<file path="src/hw/brk_pkg.sv">
// Contract
// RL1 - Channel B ASID mask 0 compares all ASID bits; 1 skips the check.
// RL2 - Unused bits 19-16, 9-8, 5-4, 2-1 read as zero.
// RL3 - Software writes zero to every unused bit.
// RL4 - CPU match flags A and B set on CPU cycle match, never self-cleared.
// RL5 - DMA match flags A and B set on DMA cycle match, never self-cleared.
// RL6 - Match flags clear only when software writes zero to them.
// RL7 - Branch tracing runs only while trace enable is one; reset off.
// RL8 - Channel A fetch break before execution when bit 10 zero, else after.
// RL9 - Channel B fetch break before execution when bit 6 zero, else after.
// RL10 - Channel B data compare counts only when bit 7 is one.
// RL11 - Sequence bit zero: channels independent; one: A then B.
// RL12 - Count enable one: channel B breaks only when count reached.
// RL13 - Count decrements per B match; break on match when count is one.
// RL14 - Channel A ASID mask bit 21 works like bit 20 for B.
// RL15 - Reset returns the whole control register to zero.
// RL16 - Sequential mode remembers A match; break on later B; then clears.
package brk_pkg;
    localparam logic [3:0] ADDR_CONTROL = 4'h0;
    localparam logic [3:0] ADDR_COUNT   = 4'h4;
    localparam logic [3:0] ADDR_STATUS  = 4'h8;
    localparam logic [3:0] ADDR_MASK    = 4'hC;
    localparam int BIT_ASID_MASK_A  = 21;
    localparam int BIT_ASID_MASK_B  = 20;
    localparam int BIT_CPU_FLAG_A   = 15;
    localparam int BIT_CPU_FLAG_B   = 14;
    localparam int BIT_DMA_FLAG_A   = 13;
    localparam int BIT_DMA_FLAG_B   = 12;
    localparam int BIT_TRACE_EN     = 11;
    localparam int BIT_AFTER_A      = 10;
    localparam int BIT_DATA_EN_B    = 7;
    localparam int BIT_AFTER_B      = 6;
    localparam int BIT_SEQ          = 3;
    localparam int BIT_COUNT_EN     = 0;
    localparam logic [31:0] CONTROL_WMASK = 32'h0030FCC9;
    localparam logic [31:0] CONTROL_RESET = 32'h00000000;
    localparam logic [11:0] COUNT_RESET   = 12'h000;
    localparam logic [11:0] COUNT_ONE     = 12'h001;
    localparam int STATUS_W = 3;
    localparam int EV_BREAK   = 0;
    localparam int EV_FLAG    = 1;
    localparam int EV_COUNT   = 2;
endpackage

</file>
<file path="src/hw/brk_chan_match.sv">
module brk_chan_match
(
    // Cycle
    input  wire logic       asidEq,
    input  wire logic       dataEq,
    input  wire logic       addrHit,
    // Control
    input  wire logic       asidMask,
    input  wire logic       dataUse,
    // Result
    output logic            hit
);
    // ASID and data terms drop out when masked
    assign hit = addrHit && (asidMask || asidEq) && (!dataUse || dataEq);
endmodule // brk_chan_match

</file>
<file path="src/hw/brk_irq.sv">
module brk_irq
(
    // Clock and reset
    input  wire logic                      mclk,
    input  wire logic                      rst,
    // Events and software
    input  wire logic [brk_pkg::STATUS_W-1:0] ev,
    input  wire logic                      rdClr,
    input  wire logic [brk_pkg::STATUS_W-1:0] maskIn,
    // Status
    output logic [brk_pkg::STATUS_W-1:0]   status_reg,
    output logic                           irq_reg
);
    logic [brk_pkg::STATUS_W-1:0] status_next;
    // New events win over a clearing read
    assign status_next = (rdClr ? '0 : status_reg) | ev;
    always_ff @(posedge mclk)
    begin
        if (rst)
        begin
            status_reg <= '0;
            irq_reg    <= 1'b0;
        end
        else
        begin
            status_reg <= status_next;
            irq_reg    <= |(status_next & maskIn);
        end
    end
endmodule // brk_irq

</file>
<file path="src/hw/brk_control.sv">
module brk_control
(
    // Clock and reset
    input  wire logic        mclk,
    input  wire logic        rst,
    // Register port
    input  wire logic [3:0]  regAddr,
    input  wire logic [31:0] regWdata,
    input  wire logic        regWr,
    input  wire logic        regRd,
    output logic [31:0]      regRdata,
    // Channel A cycle compare results
    input  wire logic        aAddrHit,
    input  wire logic        aAsidEq,
    input  wire logic        aFetch,
    // Channel B cycle compare results
    input  wire logic        bAddrHit,
    input  wire logic        bAsidEq,
    input  wire logic        bDataEq,
    input  wire logic        bFetch,
    // Bus cycle owner, one for DMA
    input  wire logic        cycleDma,
    input  wire logic        cycleValid,
    // Break outputs
    output logic             breakA,
    output logic             breakB,
    output logic             breakAfter,
    output logic             traceEnable,
    output logic             irq
);
    logic [31:0] control_reg;
    logic [11:0] count_reg;
    logic [brk_pkg::STATUS_W-1:0] imask_reg;
    logic [brk_pkg::STATUS_W-1:0] status;
    logic [brk_pkg::STATUS_W-1:0] ev;
    logic        irqQ;
    logic        seqArmed_reg;
    logic        hitA;
    logic        hitB;
    logic        condA;
    logic        condB;
    logic        countGate;
    logic        fireA;
    logic        fireB;
    logic        wrCtl;
    logic        rdStatus;

    assign wrCtl    = regWr && regAddr == brk_pkg::ADDR_CONTROL;
    assign rdStatus = regRd && regAddr == brk_pkg::ADDR_STATUS;

    brk_chan_match uChanA
    (
        .asidEq   (aAsidEq),
        .dataEq   (1'b1),
        .addrHit  (aAddrHit && cycleValid),
        .asidMask (control_reg[brk_pkg::BIT_ASID_MASK_A]), // RL14
        .dataUse  (1'b0),
        .hit      (hitA)
    );

    brk_chan_match uChanB
    (
        .asidEq   (bAsidEq),
        .dataEq   (bDataEq),
        .addrHit  (bAddrHit && cycleValid),
        .asidMask (control_reg[brk_pkg::BIT_ASID_MASK_B]), // RL1
        .dataUse  (control_reg[brk_pkg::BIT_DATA_EN_B]),   // RL10
        .hit      (hitB)
    );

    // Sequential mode: A only arms, B breaks once armed
    assign condA = hitA && !control_reg[brk_pkg::BIT_SEQ]; // RL11
    assign condB = hitB && (!control_reg[brk_pkg::BIT_SEQ] || seqArmed_reg); // RL11 RL16
    // Count gate: pass when disabled or count at one (or zero)
    assign countGate = !control_reg[brk_pkg::BIT_COUNT_EN] ||
                       count_reg <= brk_pkg::COUNT_ONE; // RL12 RL13
    assign fireA = condA;
    assign fireB = condB && countGate; // RL12

    // Control register with sticky match flags
    always_ff @(posedge mclk)
    begin
        if (rst)
        begin
            control_reg <= brk_pkg::CONTROL_RESET; // RL15
        end
        else
        begin
            if (wrCtl)
            begin
                control_reg <= regWdata & brk_pkg::CONTROL_WMASK; // RL6 RL2
            end
            // Set wins over a clearing write
            if (hitA && !cycleDma)
                control_reg[brk_pkg::BIT_CPU_FLAG_A] <= 1'b1; // RL4
            if (hitB && !cycleDma)
                control_reg[brk_pkg::BIT_CPU_FLAG_B] <= 1'b1; // RL4
            if (hitA && cycleDma)
                control_reg[brk_pkg::BIT_DMA_FLAG_A] <= 1'b1; // RL5
            if (hitB && cycleDma)
                control_reg[brk_pkg::BIT_DMA_FLAG_B] <= 1'b1; // RL5
        end
    end

    // Execution count, decremented per channel B match while count enable is one and the count is above one
    always_ff @(posedge mclk)
    begin
        if (rst)
            count_reg <= brk_pkg::COUNT_RESET;
        else if (regWr && regAddr == brk_pkg::ADDR_COUNT)
            count_reg <= regWdata[11:0];
        else if (condB && control_reg[brk_pkg::BIT_COUNT_EN] &&
                 count_reg > brk_pkg::COUNT_ONE)
            count_reg <= count_reg - 12'h001; // RL13
    end

    // Sequence memory
    always_ff @(posedge mclk)
    begin
        if (rst || !control_reg[brk_pkg::BIT_SEQ])
            seqArmed_reg <= 1'b0;
        else if (fireB)
            seqArmed_reg <= 1'b0; // RL16
        else if (hitA)
            seqArmed_reg <= 1'b1; // RL16
    end

    always_ff @(posedge mclk)
    begin
        if (rst)
            imask_reg <= '0;
        else if (regWr && regAddr == brk_pkg::ADDR_MASK)
            imask_reg <= regWdata[brk_pkg::STATUS_W-1:0];
    end

    // Break outputs, timing from fetch-after bits
    always_ff @(posedge mclk)
    begin
        if (rst)
        begin
            breakA      <= 1'b0;
            breakB      <= 1'b0;
            breakAfter  <= 1'b0;
            traceEnable <= 1'b0;
        end
        else
        begin
            breakA      <= fireA;
            breakB      <= fireB;
            breakAfter  <= (fireA && aFetch &&
                            control_reg[brk_pkg::BIT_AFTER_A]) || // RL8
                           (fireB && bFetch &&
                            control_reg[brk_pkg::BIT_AFTER_B]);   // RL9
            traceEnable <= control_reg[brk_pkg::BIT_TRACE_EN];    // RL7
        end
    end

    assign ev[brk_pkg::EV_BREAK] = fireA || fireB;
    assign ev[brk_pkg::EV_FLAG]  = hitA || hitB;
    assign ev[brk_pkg::EV_COUNT] = condB && control_reg[brk_pkg::BIT_COUNT_EN];

    brk_irq uIrq
    (
        .mclk       (mclk),
        .rst        (rst),
        .ev         (ev),
        .rdClr      (rdStatus),
        .maskIn     (imask_reg),
        .status_reg (status),
        .irq_reg    (irqQ)
    );
    assign irq = irqQ;

    // Read data, one cycle after the strobe; unmapped reads zero
    always_ff @(posedge mclk)
    begin
        if (rst)
            regRdata <= '0;
        else if (regRd)
        begin
            case (regAddr)
                brk_pkg::ADDR_CONTROL: regRdata <= control_reg; // RL2
                brk_pkg::ADDR_COUNT:   regRdata <= {20'h00000, count_reg};
                brk_pkg::ADDR_STATUS:
                    regRdata <= {29'h0000000, status};
                brk_pkg::ADDR_MASK:
                    regRdata <= {29'h0000000, imask_reg};
                default:               regRdata <= '0;
            endcase
        end
        else
            regRdata <= '0;
    end
endmodule // brk_control

</file>
<file path="config.mk">
export PLATFORM = sky130hd
export DESIGN_NAME = brk_control
export DESIGN_NICKNAME = d
export VERILOG_FILES = /design/src/hw/brk_pkg.sv /design/src/hw/brk_chan_match.sv /design/src/hw/brk_irq.sv /design/src/hw/brk_control.sv
export SDC_FILE = /design/constraint.sdc
export NUM_CORES = 1
export LEC_CHECK = 0
export ABC_CLOCK_PERIOD_IN_PS = 2500
export BUFFER_PORTS_ARGS = -buffer_cell sky130_fd_sc_hd__buf_4
export CORE_MARGIN = 2
export CORE_UTILIZATION = 45
export DETAILED_ROUTE_END_ITERATION = 6
export PLACE_DENSITY = 0.73
export SLEW_MARGIN = 20
export SYNTH_ARGS = -nofsm -noshare
export SYNTH_HDL_FRONTEND = slang
export SYNTH_SLANG_ARGS = --single-unit
</file>
<file path="constraint.sdc">
create_clock -name mclk -period 2.5 [get_ports mclk]
set_clock_uncertainty 0.05 [all_clocks]
set_input_delay 0.5 -clock mclk [delete_from_list [all_inputs] [get_ports mclk]]
set_output_delay 0.5 -clock mclk [all_outputs]
set_load 0.02 [all_outputs]
</file>
; ---- Yosys cells after proc, flatten, opt, wreduce, memory -nomap -nowiden
; Index checks and enable logic that the tools add are counted.
; Widths: inputs -> output; s select.
[word_totals]
regBits = 68
out_inout_bits = 37
[op_classes]
add_sub_neg = 1
magnitude_cmp = 2
n_eq_ne = 3
mux = 9
bitwise_logic = 3
n_reduce_logical = 44
[ops]
columns = operator, count
row1 = $pmux 22 s4, 1
row2 = $mux 12, 2
row3 = $logic_and 1x1->1, 22
row4 = $mux 16, 1
row5 = $gt 12x1->1 const B, 1
row6 = $le 12x1->1 const B, 1
row7 = $sub 12x1->12 const B, 1
row8 = $reduce_bool 2->1, 5
row9 = $logic_or 1x1->1, 9
row10 = $eq 4x4->1 const B, 2
row11 = $eq 4x3->1 const B, 1
row12 = $logic_not 1->1, 4
row13 = $logic_not 4->1, 1
row14 = $mux 1, 4
row15 = $reduce_or 2->1, 2
row16 = $and 3x3->3, 1
row17 = $mux 3, 1
row18 = $or 3x3->3, 1
row19 = $reduce_or 3->1, 1
row20 = $not 1->1, 1

; ---- Depth between registers and ports, before layout
[logic_depth]
depth_word = 9
mapped_depth = 8
depth_no_buf = 7

; ---- By module
; Synthesis repeated with hierarchy kept, for this count alone.
[unflattened]
hier_cells = 272
area_unflattened_um2 = 2434.8
[by_module_without_submodules]
columns = module, n_inst, cells_per_inst, area_per_inst_um2
row1 = brk_control, 1, 253, 2254.7
row2 = brk_irq, 1, 13, 145.1
row3 = brk_chan_match, 2, 3, 17.5

; ---- Least setup slack after synthesis
; No wires, ideal clock.
[synth_timing]
path_type = register to register
from = register count_reg[0]
to = register count_reg[9]
setup_time_ns = 0.086
arrival_time_ns = 1.769
setup_slack_ns = 0.596
path_stages_with_launch = 9
path_buffers = 1
path_cell_list = dfxtp_1 inv_1 ha_1 or2_1 and4_1 buf_2 nor4b_2 xnor2_1 a211oi_1
[synth_via]
elab_chain_len = 3
[synth_lines]
columns = item, line_no
row1 = from (decl), brk_control.sv:32  ; logic [11:0] count_reg;
row2 = from (signal assigned), brk_control.sv:109  ; count_reg <= brk_pkg::COUNT_RESET;
row3 = from (signal assigned), brk_control.sv:111  ; count_reg <= regWdata[11:0];
row4 = from (signal assigned), brk_control.sv:114  ; count_reg <= count_reg - 12'h001;
row5 = $sub 12x1->12 or $gt 12x1->1 (tied branches), "brk_control.sv:114, brk_control.sv:113"
row6 = $mux 12 or $logic_and 1x1->1 (tied branches), brk_control.sv:112  ; else if (condB && control_reg[brk_pkg::BIT_COUNT_EN] &&
row7 = $mux 12 or $reduce_bool 2->1 (tied branches), n/a
; Several ways; a longest one is shown, not always the timed one. The select of a mux whose other input is x is not followed.
; A chain may end at the register's enable or synchronous reset.

; ---- Worst setup path after layout
[layout_timing]
from = register count_reg[0]
to = register count_reg[8]
; Same word-level chain as after synthesis.

==> flow_summary_export.csv <==
group,metric,value,unit
outcome,outcome,"completed",
pwr,worst_ir_drop_vdd,0.000288,V
routing,viasPerCell,5.10,
pwr,p_leak,0.00118,uW
global_route,antenna_found_initial,0,
setup_path,critPathKind,"flop to flop",
setup_path,cp_slowest_stage_delay,440,ps
final_layout,final_cell_mix,"buf_4, dfxtp_1, nand2_1, nor2_1, a21oi_1",
cts,post_cts_buffers,0,
synth,syn_area_per_cell,8.85,um2
setup_path,reg2reg_depth,7,
synth,synth_ff_type,"dfxtp_1",
placed_design,hpwl,3820,um
worst_hold_path,worstHoldStart,"bFetch",
global_route,grt_max_degree,36,
routing,wl_per_cell,13.0,um
cts,cts_tree,"yes",
final_layout,instances_no_fill,396,
cts,cts_buffer_depth,2,
floorplan,chipWidth,77.0,um
cts,cts-hold-fix-buffers,0,
global_route,grt_pass1_vias,1911,
cts,cts_resized,0,
setup_path,worstPathRequired,2670,ps
setup_path,crit_family,"simple AND/OR/NAND/NOR gates",
setup_path,r2r_start,"count_reg[0]",
cts,cts-root-buf,"clkbuf_8",
synth,synth.yosys.seq_area_share,45.1,%
final_layout,drive_gt1_share,24.8,%
pwr,p_per_area,552,nW/um2
setup_path,cp-end-kind,"flop",
timing,setup-tns-final,0,ps
synth,ys_warn_count,0,
worst_hold_path,hold_end,"breakAfter",
timing,fmax,489,MHz
synth,synth_edf_count,0,
timing,finalCriticalPeriod,2050,ps
setup_path,arrival,2220,ps
final_layout,antennaDiodeCount,0,
placed_design,dp_cells,388,
worst_hold_path,min_path_type,"input port to flop",
timing,final-hold-violation-count,0,
floorplan,core,5140,um2
final_layout,final_common_cell,"buf_4",
floorplan,initial_core_util,46.6,%
job,cap_violations,0,
floorplan,dieArea,5930,um2
synth,synth_cell_types,48,
setup_path,r2r-end,"count_reg[8]",
global_route,grt_use_total,18.2,%
cts,clkSlewWorstSetupHoldPaths,90,ps
floorplan,dieHeight,77.0,um
routing,drt_pass1_iterations,4,
timing,fin_crit_sh,81.8,%
timing,tightestPinTransition,534,ps
routing,ant_nets,0,
cts,htree_levels,2,
routing,drc,0,
cts,numCtsBuffers,5,
routing,wl,5150,um
setup_path,cpMaxStageDelayCell,"dfxtp_1",
placed_design,port-buffer-count,57,
setup_path,critical_path.cell_chain,"inv_1, ha_1, or2_1, and4_1, nor4_2, xnor2_1, a211oi_1",
placed_design,gp_congestion,0.814,
global_route,grt_pass1_wl,8800,um
floorplan,row_count,26,
routing,drt-initial-drc-count,98,
final_layout,largest_reg_flops,18,
cts,clk_latency,300,ps
final_layout,fillers,514,
synth,syn-cell-area,2400,um2
cts,cts_sinks,54,
synth,syn-instance-count,271,
global_route,overflow,0,
setup_path,r2r_setup_slack,450,ps
worst_hold_path,min_path_cells,2,
setup_path,start_kind,"flop",
timing,rsz0062_at_grt,"no",
final_layout,areaGrowthSynthToFinish,22.9,%
timing,slew_viol_final,0,
routing,via_count,2021,
timing,max_slew_margin,64.1,%
setup_path,worst-path-buf-inv,1,
setup_path,path_max_fanout,7,
final_layout,nets,376,
synth,synth-seq-cells,54,
floorplan,design.portCount,86,
timing,setup_viol,0,
synth,ys_async_sr_fraction,0,%
[layout make-up]
| class | instances | area [um2] | share of cell area [%] |
|---|---|---|---|
| Clock buffer | 6 | 72.6 | 2.46 |
| Clock inverter | 2 | 37.5 | 1.27 |
| Inverter | 3 | 11.3 | 0.382 |
| Multi-Input combinational cell | 198 | 1180 | 40.2 |
| Sequential cell | 54 | 1080 | 36.7 |
| Tap cell | 70 | 87.6 | 2.97 |
| Timing Repair Buffer | 63 | 473 | 16.1 |
[where the power goes]
part	internal (uW)	total, uW	switching (uW)
Clock	299	574	275
Combinational	70.0	168	97.7
Sequential	873	885	11.9
Total	1240	1630	385
[worst max path at each step]
stage,cells past startpoint,startpoint,endpoint
global route,7,count_reg[0],count_reg[9]
detailed placement,6,regAddr[1],control_reg[12]
finish,7,count_reg[0],count_reg[8]
floorplan,8,count_reg[0],count_reg[9]
global placement,6,regAddr[1],control_reg[12]
CTS,7,count_reg[0],count_reg[8]
[layer usage]
layer / up-vias / track usage [%] / part of all wire, %
li1: 1029 / - / -
met1: 918 / 24.2 / 46
met2: 68 / 29.5 / 46
met3: 6 / 3.88 / 6.0
met4: 0 / 6.25 / 1.1
met5: - / 0 / 0
[cells by family after synthesis]
kind of cell    share of synthesized area [%]
simple gates                             25.1
flops                                    45.1
compound gates                           13.0
buf+inv                                  7.57
xor+xnor                                 4.02
mux                                      3.97
fa+ha+maj                                1.04
other cells                             0.156
[synth_stat cells, types with 2 or more instances]
master    instances  share of area [%]
dfxtp_1          54                 45
nand2_1          33                5.2
nor2_1           29                4.5
a21oi_1          17                3.5
buf_4            14                4.4
a211oi_1         11                3.4
clkbuf_1         11                1.7
nor3_1            9                1.9
xnor2_1           7                2.6
and2_1            6                1.6
and3_1            6                1.6
mux2i_1           5                2.1
nor2b_1           5                1.3
a22oi_1           4                1.3
nand3_1           4               0.84
nor4_1            4                1.0
nor4_2            4                2.1
o21ai_0           4               0.84
xor2_1            4                1.5
nand4_1           3               0.78
or3_1             3               0.78
a31oi_1           2               0.52
and4_1            2               0.73
buf_1             2               0.31
ha_1              2                1.0
inv_1             2               0.31
mux2_2            2               0.94
or2_1             2               0.52
[metrics by stage]
stage	utilization [%]	area (um2)	total power (uW)	hold slack, ps	setup WS (ps)
2_1_floorplan	-	2450	1020	380	596
3_3_place_gp	55.2	2840	1070	389	394
3_5_place_dp	55.2	2840	1070	401	360
4_1_cts	57.3	2950	1640	369	439
5_1_grt	57.3	2950	1700	376	234
6_report	57.3	2950	1630	376	455
[worst reg2reg max path: stages, from the launching register on]
cell      delay, ps
dfxtp_1         440
inv_1            70
ha_1            220
or2_1           230
and4_1          300
nor4_2          340
xnor2_1         100
a211oi_1        220
Note: power is estimated with default switching activity, not from simulation.
